File: src/rtl/pfds_pkg.sv
// constants and types of the frame data service between a MAC and the PHY
// assumes a single 100 MHz clock domain; included by every file of the block
// What this block does
// - in transmit-enabled state, build a physical frame around payload, then send it.
// - after transmission fully completes, report success status to the MAC.
// - in receive-enabled or off state, do not transmit; return that state's code.
// - exactly one completion status for every accepted transmit request.
// - each received frame goes to MAC with count, payload and 8-bit quality.
// - received frames of zero length or above max_frame_octets are dropped.
// - state codes: receive-enabled 0x06, off 0x08, transmit-enabled 0x09.
// - refused state change codes: 0x01 while receiving, 0x02 while transmitting.
// - channel assessment codes: busy 0x00, idle 0x04.
// - forced switch-off code 0x03, success code 0x07.
// - attribute errors: out of range 0x05, unknown attribute 0x0A.
package pfds_pkg;

  // ****************************************************************
  // sizes
  // ****************************************************************
  localparam int unsigned MAX_FRAME_OCTETS = 127;
  localparam int unsigned COUNT_W          = 7;
  localparam logic [2:0]  MAX_COLOR_BAND   = 3'h6;
  localparam logic [7:0]  PREAMBLE_OCTET   = 8'hAA;  // framing octet sent before the header
  localparam int unsigned BUF_DEPTH        = 2;

  // ****************************************************************
  // status and enumeration codes
  // ****************************************************************
  typedef logic [3:0] pfds_status_t;
  localparam pfds_status_t CODE_BUSY_CHANNEL = 4'h0;
  localparam pfds_status_t CODE_BUSY_RX      = 4'h1;
  localparam pfds_status_t CODE_BUSY_TX      = 4'h2;
  localparam pfds_status_t CODE_FORCED_OFF   = 4'h3;
  localparam pfds_status_t CODE_IDLE_CHANNEL = 4'h4;
  localparam pfds_status_t CODE_BAD_PARAM    = 4'h5;
  localparam pfds_status_t CODE_RX_ON        = 4'h6;
  localparam pfds_status_t CODE_SUCCESS      = 4'h7;
  localparam pfds_status_t CODE_XCVR_OFF     = 4'h8;
  localparam pfds_status_t CODE_TX_ON        = 4'h9;
  localparam pfds_status_t CODE_UNKNOWN_ATTR = 4'hA;

  // transceiver state as given by the state-control block outside
  typedef enum logic [1:0] {
    PFDS_XCVR_OFF = 2'h0,
    PFDS_RX_ON   = 2'h1,
    PFDS_TX_ON   = 2'h2
  } pfds_trx_t;

  // ****************************************************************
  // transmit sequencer states
  // ****************************************************************
  typedef enum logic [4:0] {
    TX_IDLE     = 5'h01,
    TX_PREAMBLE = 5'h02,
    TX_HEADER   = 5'h04,
    TX_PAYLOAD  = 5'h08,
    TX_CONFIRM  = 5'h10
  } pfds_txst_t;

  // receive sequencer states
  typedef enum logic [3:0] {
    RX_IDLE    = 4'h1,
    RX_DELIVER = 4'h2,
    RX_DROP    = 4'h4,
    RX_DONE    = 4'h8
  } pfds_rxst_t;

  // true when a count is a legal received frame length
  function automatic logic len_ok(input logic [COUNT_W-1:0] n);
    len_ok = (n != '0) && (32'(n) <= MAX_FRAME_OCTETS);
  endfunction : len_ok

endpackage : pfds_pkg

File: src/rtl/pfds_buffer.sv
// two-entry octet buffer with valid/ready on both sides
// assumes one clock; full stalls the writer through inReady
`timescale 1ns/1ps
module pfds_buffer (
  input  wire logic       clk,
  input  wire logic       sys_rst,
  input  wire logic [7:0] inData,
  input  wire logic       inValid,
  output logic            inReady,
  output logic [7:0]      outData,
  output logic            outValid,
  input  wire logic       outReady
);

  typedef struct packed {
    logic [1:0][7:0] mem;
    logic            wrPtr;
    logic            rdPtr;
    logic [1:0]      fill;
  } pfds_buf_t;

  pfds_buf_t st;
  pfds_buf_t next_st;
  logic      doWrite;
  logic      doRead;

  // handshakes are combinational, the data word comes from a flip-flop
  assign inReady  = (st.fill != 2'(pfds_pkg::BUF_DEPTH));
  assign outValid = (st.fill != 2'h0);
  assign outData  = st.mem[st.rdPtr];
  assign doWrite  = inValid && inReady;
  assign doRead   = outValid && outReady;

  // ****************************************************************
  // next state
  // ****************************************************************
  always_comb begin
    next_st = st;
    if (doWrite) begin
      next_st.mem[st.wrPtr] = inData;
      next_st.wrPtr         = ~st.wrPtr;
    end
    if (doRead) begin
      next_st.rdPtr = ~st.rdPtr;
    end
    next_st.fill = st.fill + 2'(doWrite) - 2'(doRead);
  end

  always_ff @(posedge clk or posedge sys_rst) begin
    if (sys_rst) begin
      st <= '0;
    end else begin
      st <= next_st;
    end
  end

endmodule : pfds_buffer

File: src/rtl/pfds_frame_data_service.sv
// frame data service: transmit requests from the MAC to the line, received frames back
// assumes the transceiver state comes from a state-control block, and line ports are octet streams
`timescale 1ns/1ps
module pfds_frame_data_service (
  input  wire logic                              clk,
  input  wire logic                              sys_rst,
  // transceiver state from the state-control block
  input  wire pfds_pkg::pfds_trx_t               trxState,
  // transmit request from the MAC
  input  wire logic                              txReqValid,
  output logic                                   txReqReady,
  input  wire logic [pfds_pkg::COUNT_W-1:0]      frameOctetCount,
  input  wire logic [2:0]                        colorBandSelect,
  input  wire logic [7:0]                        txOctet,
  input  wire logic                              txOctetValid,
  output logic                                   txOctetReady,
  output logic                                   txConfirm,
  output pfds_pkg::pfds_status_t                 txStatus,
  // octet stream toward the modulator
  output logic [7:0]                             lineTxData,
  output logic                                   lineTxValid,
  input  wire logic                              lineTxReady,
  output logic [2:0]                             lineColorBand,
  output logic                                   lineTxBusy,
  // received frame from the demodulator
  input  wire logic                              lineRxStart,
  input  wire logic [pfds_pkg::COUNT_W-1:0]      lineRxCount,
  input  wire logic [7:0]                        lineRxQuality,
  input  wire logic [7:0]                        lineRxData,
  input  wire logic                              lineRxValid,
  output logic                                   lineRxReady,
  // received frame toward the MAC
  output logic                                   rxIndValid,
  input  wire logic                              rxIndReady,
  output logic [pfds_pkg::COUNT_W-1:0]           rxOctetCount,
  output logic [7:0]                             rxQualityValue,
  output logic [7:0]                             rxOctet,
  output logic                                   rxOctetValid,
  input  wire logic                              rxOctetReady
);

  // all state in one record, transmit half first
  // txLeft: payload octets still owed by the MAC
  // rxLeft: line octets still due in this frame
  typedef struct packed {
    pfds_pkg::pfds_txst_t         txSt;
    logic [pfds_pkg::COUNT_W-1:0] txLeft;
    logic [pfds_pkg::COUNT_W-1:0] txCount;
    logic [2:0]                   band;
    logic                         confirm;
    pfds_pkg::pfds_status_t       status;
    pfds_pkg::pfds_rxst_t         rxSt;
    logic [pfds_pkg::COUNT_W-1:0] rxLeft;
    logic [pfds_pkg::COUNT_W-1:0] rxCount;
    logic [7:0]                   quality;
    logic                         indValid;
    logic [7:0]                   hdr;
    logic                         hdrValid;
  } pfds_state_t;

  pfds_state_t st;
  pfds_state_t next_st;

  // line frame: preamble, length header, payload
  // header low seven bits hold the count
  // header top bit is spare and always low
  // a line stall holds the octet where it is
  // busy spans preamble to the last payload octet
  // success confirm trails the last octet by three
  // cycles, so no octet is still held by then
  // a refused request leaves the line untouched;
  // only the state code goes back, a cycle later
  // the band is latched with the request and
  // stays steady for the whole frame

  logic       bufInReady;
  logic [7:0] bufOutData;
  logic       bufOutValid;
  logic       bufOutReady;
  logic       bufInValid;
  logic       payloadTake;
  logic       rxBufInReady;

  // shared octet countdown of both sequencers
  function automatic logic [pfds_pkg::COUNT_W-1:0] count_down(input logic [pfds_pkg::COUNT_W-1:0] n);
    count_down = n - 1'b1;
  endfunction : count_down

  // true while the last octet of a frame is due
  function automatic logic is_last(input logic [pfds_pkg::COUNT_W-1:0] n);
    is_last = (n == 7'h01);
  endfunction : is_last

  // ****************************************************************
  // transmit octet buffer
  // ****************************************************************
  // a stall by the modulator fills this buffer and then stalls the MAC
  // octets are let in only in the payload phase
  // and only while the count is open, so extra
  // octets from the MAC are held off, not lost
  assign bufInValid   = (st.txSt == pfds_pkg::TX_PAYLOAD) && txOctetValid && (st.txLeft != '0);
  assign txOctetReady = (st.txSt == pfds_pkg::TX_PAYLOAD) && bufInReady && (st.txLeft != '0);
  assign payloadTake  = bufInValid && bufInReady;

  // preamble and header bypass it via the header slot
  pfds_buffer u_tx_buf (
    .clk      (clk),
    .sys_rst  (sys_rst),
    .inData   (txOctet),
    .inValid  (bufInValid),
    .inReady  (bufInReady),
    .outData  (bufOutData),
    .outValid (bufOutValid),
    .outReady (bufOutReady)
  );

  // header and preamble octets go out ahead of the buffered payload
  assign lineTxValid = st.hdrValid || (!st.hdrValid && bufOutValid);
  assign lineTxData  = st.hdrValid ? st.hdr : bufOutData;
  assign bufOutReady = !st.hdrValid && lineTxReady;
  assign lineColorBand = st.band;
  assign lineTxBusy    = (st.txSt != pfds_pkg::TX_IDLE) && (st.txSt != pfds_pkg::TX_CONFIRM);

  // a request is taken only while idle and the previous confirm is gone
  // ready stays low through the confirm: one status per request
  assign txReqReady = (st.txSt == pfds_pkg::TX_IDLE) && !st.confirm;
  assign txConfirm  = st.confirm;
  assign txStatus   = st.status;

  // ****************************************************************
  // receive octet buffer
  // ****************************************************************
  // line octets wait until the MAC takes the indication,
  // so count and quality arrive ahead of the payload
  assign lineRxReady  = (st.rxSt == pfds_pkg::RX_DROP) ||
                        ((st.rxSt == pfds_pkg::RX_DELIVER) && !st.indValid && rxBufInReady);

  // absorbs MAC stalls on rxOctetReady; once full,
  // lineRxReady drops and the line waits
  pfds_buffer u_rx_buf (
    .clk      (clk),
    .sys_rst  (sys_rst),
    .inData   (lineRxData),
    .inValid  (lineRxValid && (st.rxSt == pfds_pkg::RX_DELIVER) && !st.indValid),
    .inReady  (rxBufInReady),
    .outData  (rxOctet),
    .outValid (rxOctetValid),
    .outReady (rxOctetReady)
  );

  // indication fields stay until the next frame start
  assign rxIndValid     = st.indValid;
  assign rxOctetCount   = st.rxCount;
  assign rxQualityValue = st.quality;

  // ****************************************************************
  // sequencers
  // ****************************************************************
  // one pass works out both sequencers
  // transmit: idle, preamble, header, payload, confirm
  // receive: idle, deliver then done, or drop back to idle
  // the header slot clears on a line handshake;
  // a state that refills it in the same cycle wins
  // confirm defaults low, so it lasts one cycle
  // and the status moves only with a new confirm
  always_comb begin
    next_st = st;
    // confirm strobe defaults low each cycle, so it lasts one cycle with no handshake from the MAC
    next_st.confirm = 1'b0;
    if (st.hdrValid && lineTxReady) begin
      next_st.hdrValid = 1'b0;
    end
    if (payloadTake) begin
      next_st.txLeft = count_down(st.txLeft);
    end
    case (st.txSt)
      pfds_pkg::TX_IDLE: begin
        if (txReqValid && txReqReady) begin
          if (trxState == pfds_pkg::PFDS_TX_ON) begin
            next_st.txSt    = pfds_pkg::TX_PREAMBLE;
            next_st.txCount = frameOctetCount;
            next_st.txLeft  = frameOctetCount;
            next_st.band    = (colorBandSelect > pfds_pkg::MAX_COLOR_BAND) ?
                              pfds_pkg::MAX_COLOR_BAND : colorBandSelect;
            next_st.hdr      = pfds_pkg::PREAMBLE_OCTET;
            next_st.hdrValid = 1'b1;
          end else begin
            // refused: nothing goes on the line, the state code answers
            next_st.confirm = 1'b1;
            next_st.status  = (trxState == pfds_pkg::PFDS_RX_ON) ?
                              pfds_pkg::CODE_RX_ON : pfds_pkg::CODE_XCVR_OFF;
          end
        end
      end

      pfds_pkg::TX_PREAMBLE: begin
        // swap the preamble for the length header
        if (st.hdrValid && lineTxReady) begin
          next_st.hdr      = {1'b0, st.txCount};                // length header
          next_st.hdrValid = 1'b1;
          next_st.txSt     = pfds_pkg::TX_HEADER;
        end
      end

      pfds_pkg::TX_HEADER: begin
        // payload phase opens once the header leaves
        if (st.hdrValid && lineTxReady) begin
          next_st.txSt = pfds_pkg::TX_PAYLOAD;
        end
      end

      pfds_pkg::TX_PAYLOAD: begin
        // done only after every octet has left the buffer toward the line
        if (st.txLeft == '0 && !bufOutValid) begin
          next_st.txSt = pfds_pkg::TX_CONFIRM;
        end
      end

      pfds_pkg::TX_CONFIRM: begin
        // one strobe, one code, back to idle
        next_st.confirm = 1'b1;
        next_st.status  = pfds_pkg::CODE_SUCCESS;
        next_st.txSt    = pfds_pkg::TX_IDLE;
      end
      default: begin
        next_st.txSt = pfds_pkg::TX_IDLE;
      end
    endcase

    case (st.rxSt)
      pfds_pkg::RX_IDLE: begin
        if (lineRxStart) begin
          next_st.rxCount = lineRxCount;
          next_st.rxLeft  = lineRxCount;
          next_st.quality = lineRxQuality;
          if (pfds_pkg::len_ok(lineRxCount)) begin
            next_st.rxSt     = pfds_pkg::RX_DELIVER;
            next_st.indValid = 1'b1;
          end else begin
            next_st.rxSt = (lineRxCount == '0) ? pfds_pkg::RX_IDLE : pfds_pkg::RX_DROP;
          end
        end
      end

      pfds_pkg::RX_DELIVER: begin
        // the MAC must take the indication before any octet goes in
        if (st.indValid && rxIndReady) begin
          next_st.indValid = 1'b0;
        end
        if (lineRxValid && lineRxReady) begin
          next_st.rxLeft = count_down(st.rxLeft);
          if (is_last(st.rxLeft)) begin
            next_st.rxSt = pfds_pkg::RX_DONE;
          end
        end
      end

      pfds_pkg::RX_DROP: begin
        // oversize frame: octets are swallowed and never reach the MAC
        if (lineRxValid) begin
          next_st.rxLeft = count_down(st.rxLeft);
          if (is_last(st.rxLeft)) begin
            next_st.rxSt = pfds_pkg::RX_IDLE;
          end
        end
      end

      pfds_pkg::RX_DONE: begin
        if (!rxOctetValid) begin
          next_st.rxSt = pfds_pkg::RX_IDLE;
        end
      end
      default: begin
        next_st.rxSt = pfds_pkg::RX_IDLE;
      end
    endcase
  end

  // ****************************************************************
  // state register
  // ****************************************************************
  // reset: both sequencers idle, success as the
  // last code so an early status read shows no error;
  // only constants are loaded here
  always_ff @(posedge clk or posedge sys_rst) begin
    if (sys_rst) begin
      st        <= '0;
      st.txSt   <= pfds_pkg::TX_IDLE;
      st.rxSt   <= pfds_pkg::RX_IDLE;
      st.status <= pfds_pkg::CODE_SUCCESS;
    end else begin
      st <= next_st;
    end
  end

  // limits a user must know:
  // - one request at a time, the next from the
  //   cycle after the confirm
  // - a seven-bit count cannot reach the drop path;
  //   it guards a wider count only
  // - a frame start during a frame is ignored
  // - a band above the top one is clipped, not refused
  // - the quality value is passed on as given

endmodule : pfds_frame_data_service

File: config.mk
export PLATFORM = sky130hd
export DESIGN_NAME = pfds_frame_data_service
export DESIGN_NICKNAME = d
export VERILOG_FILES = /design/src/rtl/pfds_pkg.sv /design/src/rtl/pfds_buffer.sv /design/src/rtl/pfds_frame_data_service.sv
export SDC_FILE = /design/constraint.sdc
export NUM_CORES = 1
export LEC_CHECK = 0
export ABC_AREA = 1
export BUFFER_PORTS_ARGS = -buffer_cell sky130_fd_sc_hd__buf_4
export CAP_MARGIN = 15
export CORE_ASPECT_RATIO = 1.1
export CORE_MARGIN = 4
export CORE_UTILIZATION = 45
export CTS_CLUSTER_SIZE = 16
export DETAILED_ROUTE_END_ITERATION = 10
export GPL_ROUTABILITY_DRIVEN = 0
export GPL_TIMING_DRIVEN = 0
export MAX_ROUTING_LAYER = met4
export PLACE_DENSITY = 0.75
export SYNTH_ARGS = -nofsm -noshare
export SYNTH_HDL_FRONTEND = slang
export SYNTH_SLANG_ARGS = --single-unit
File: constraint.sdc
create_clock -name clk -period 7.7 [get_ports clk]
set_input_delay 1.54 -clock clk [delete_from_list [all_inputs] [get_ports clk]]
set_output_delay 1.54 -clock clk [all_outputs]
set_load 0.005 [all_outputs]
==> results.py <==
metrics = {
    "outcome": {
        "status": "complete, no violations",
    },
    "clocking": {
        "cts.clk_slew.worst_paths_ns": 0.07,
        "postCtsSetupBuffers": 0,
        "ctsResizeCount": 0,
        "cts_buffers": 9,
        "cts_max_level": 3,
        "cts-root-buf": "clkbuf_16",
        "clk_latency_ns": 0.34,
        "clockBufferDepth": 2,
        "cts_tree": "done",
        "clkSinkCount": 101,
        "postCtsHoldBufs": 0,
    },
    "synthesis": {
        "yosysTopAreaCellShare_pct": 47.0,
        "postSynthAreaPerCell_um2": 8.15,
        "ys_warn_count": 0,
        "synth_compound_area_share_pct": 9.71,
        "synth_cell_type_count": 38,
        "synth_area_mm2": 0.00516,
        "muxShareOfSynthArea_pct": 0,
        "synth.most_common_cell": "nand2_1",
        "synth_fp_nets": 695,
        "syn_inst": 634,
        "yosysTopAreaCell": "dfrtp_1",
        "synth-xor-area-share_pct": 1.87,
        "synth-simple-area-share_pct": 27.0,
        "ys_ff_latch": 101,
        "synth_area_leaders": "dfrtp_1 47%, nand2_1 17%, o21ai_0 5.3%, inv_1 4.8%, buf_4 3.3%",
        "synth_commonest_cells": "233 x nand2_1, 97 x dfrtp_1, 66 x inv_1, 55 x o21ai_0, 33 x nand3_1",
        "synthAdderAreaFrac_pct": 2.18,
        "synth_async_sr_flop_share_pct": 100,
        "ys_seq_area_share_pct": 49.0,
        "synth-edff-count": 0,
        "synth_top_family_by_area": "simple AND/OR/NAND/NOR gates",
        "synth_flop_cell": "dfrtp_1",
    },
    "routing": {
        "vias": 4390,
        "post-route-drc-count": 0,
        "vias_per_cell": 4.91,
        "drtIter0Drc": 226,
        "drtAntennaViolNets": 0,
        "totalWireLength_um": 11600,
        "dr.pass1.iters": 5,
        "avgRoutedWirePerCell_um": 12.9,
    },
    "power_and_ir_drop": {
        "p_leak_nw": 3.42,
        "irDropWorstVdd_mv": 0.167,
        "p_total_w": 0.00226,
        "p_per_area_mw_per_mm2": 351,
    },
    "worst_setup_path": {
        "critPathTopFamily": "buffers and inverters",
        "start_kind": "flip-flop",
        "cpMaxStageDelayCell": "clkbuf_1",
        "critPathKind": "reg -> out",
        "endpoint_kind": "primary output",
        "path_max_fanout": 10,
        "worstPathArrival_ns": 1.91,
        "max_stage_delay_ns": 0.42,
        "critPathBufInv": 3,
        "critPathRequiredTime_ns": 6.16,
        "crit_chain": "clkbuf_1 > clkbuf_1 > o21ai_0 > o21ai_0 > buf_4",
        "r2r_slack_ns": 5.79,
    },
    "final_layout": {
        "area_growth_pct": 24.3,
        "fill_cells": 1003,
        "diodes": 0,
        "fin_nets": 804,
        "drive_gt1_share_pct": 22.7,
    },
    "sta": {
        "fin_crit_ns": 3.45,
        "setup_violations": 0,
        "tns_ns": 0,
        "drv_slew": 0,
        "rsz0062_at_grt": "false",
        "max_slew.worst_pin.slew_ns": 0.535,
        "max_clock_freq_mhz": 290,
        "max-slew-margin-rel_pct": 64.4,
        "hold_viol": 0,
        "period_share_pct": 44.8,
        "skew_ns": 0.00667,
    },
    "hold_path": {
        "hold_class": "reg -> reg",
    },
    "placed_design": {
        "place_hpwl_um": 8670,
        "port_buffers": 97,
    },
    "die": {
        "pin_count": 98,
        "rows": 40,
        "die_w_um": 110,
        "start_util_pct": 46.7,
        "die_height_um": 120,
        "core_area_mm2": 0.0111,
        "dieArea_mm2": 0.0133,
    },
    "global_route": {
        "grt_pass1_vias": 4369,
        "met2_usage_pct": 32.4,
        "grt_use_total_pct": 19.0,
        "antenna_found_initial": 0,
        "gr-usage-met1_pct": 22.4,
        "gr-usage-met3_pct": 3.90,
        "grt_max_degree": 62,
        "grt_first_pass_wirelength_um": 19600,
        "grt.overflow.total": 0,
        "grt_busiest_layer": "met2",
    },
    "run": {
        "drv_cap": 0,
    },
}
## cells in the final DEF, fill, tap and decap left out, types with 5 or more instances in the layout
cell / instances
nor2_4: 7
buf_4: 120
dfrtp_1: 97
buf_6: 5
nand3_1: 33
xor2_1: 7
nand2_1: 233
o211ai_1: 5
nor2_1: 19
o21ai_0: 55
ha_1: 9
clkbuf_1: 12
inv_1: 65
clkbuf_16: 9
o21ai_1: 11
nand4_1: 8
## path summary, 6_finish.rpt
kind                              startpoint                 to  cells after the start
min reg2reg                rxQualityValue[3]  rxQualityValue[3]                      2
min in group asynchronous            sys_rst    rxOctetCount[2]                      2
max                           u_tx_buf.st[2]      lineTxData[4]                      5
min                        rxQualityValue[3]  rxQualityValue[3]                      2
max in group asynchronous            sys_rst             st[58]                      3
max reg2reg                            st[0]     u_tx_buf.st[1]                      8
## flip-flops by register name (all words and copies together), names as in the netlist
signal	cells
lineColorBand	3
rxIndValid	1
rxOctetCount	7
rxQualityValue	8
st	38
txConfirm	1
txStatus	3
u_rx_buf.st	20
u_tx_buf.st	20
## worst min-delay path, delay by kind of cell (launching register included)
family           cells  cell delay [ns]
DFF                  1             0.34
and+or+nand+nor      2             0.10
## cell type report
type / count / area (um^2) / area share, %
sequential: 101 / 2530 / 39.4
tap: 147 / 184 / 2.86
timing repair buffer: 98 / 756 / 11.8
clock inverter: 2 / 60.1 / 0.935
multi-input combinational: 426 / 2100 / 32.8
inverter: 69 / 263 / 4.09
clock buffer: 14 / 254 / 3.96
buffer: 38 / 269 / 4.19
## per-stage QoR
| step | utilization (%) | setup slack [ns] | area (um^2) | instances | hold WS [ns] |
|---|---|---|---|---|---|
| after CTS | 58.1 | 4.23 | 6420 | 895 | 0.478 |
| after global placement | 54.9 | 2.34 | 6080 | 878 | 0.457 |
| after detailed placement | 55.2 | 4.61 | 6110 | 879 | 0.460 |
| after global routing | 58.1 | 4.08 | 6420 | 895 | 0.497 |
| after floorplan | - | 3.52 | 5160 | 634 | 0.441 |
| final | 58.1 | 4.25 | 6420 | 895 | 0.473 |
## layer usage
metal  wire length [um]  up-vias  part of all wire, %
li1                   -     2207                    -
met1               4790     2052                   41
met2               6010      118                   52
met3                632       13                  5.5
met4                127        0                  1.1
met5                  0        -                    0
## report_power, final
group	internal, W	switching (W)
clock network	0.000295	0.000192
logic	0.000442	0.000498
registers	0.000721	0.000108
## cells by family (layout without fill, tap and decap cells)
logic type,Yosys count,count (layout)
xor gates and xnor gates,11,11
DFF,101,101
AOI/OAI and AO/OA,90,90
buffers and inverters,107,221
adders and majority gates,9,9
and+or+nand+nor,316,316
Power figures use the tool's default switching activity.
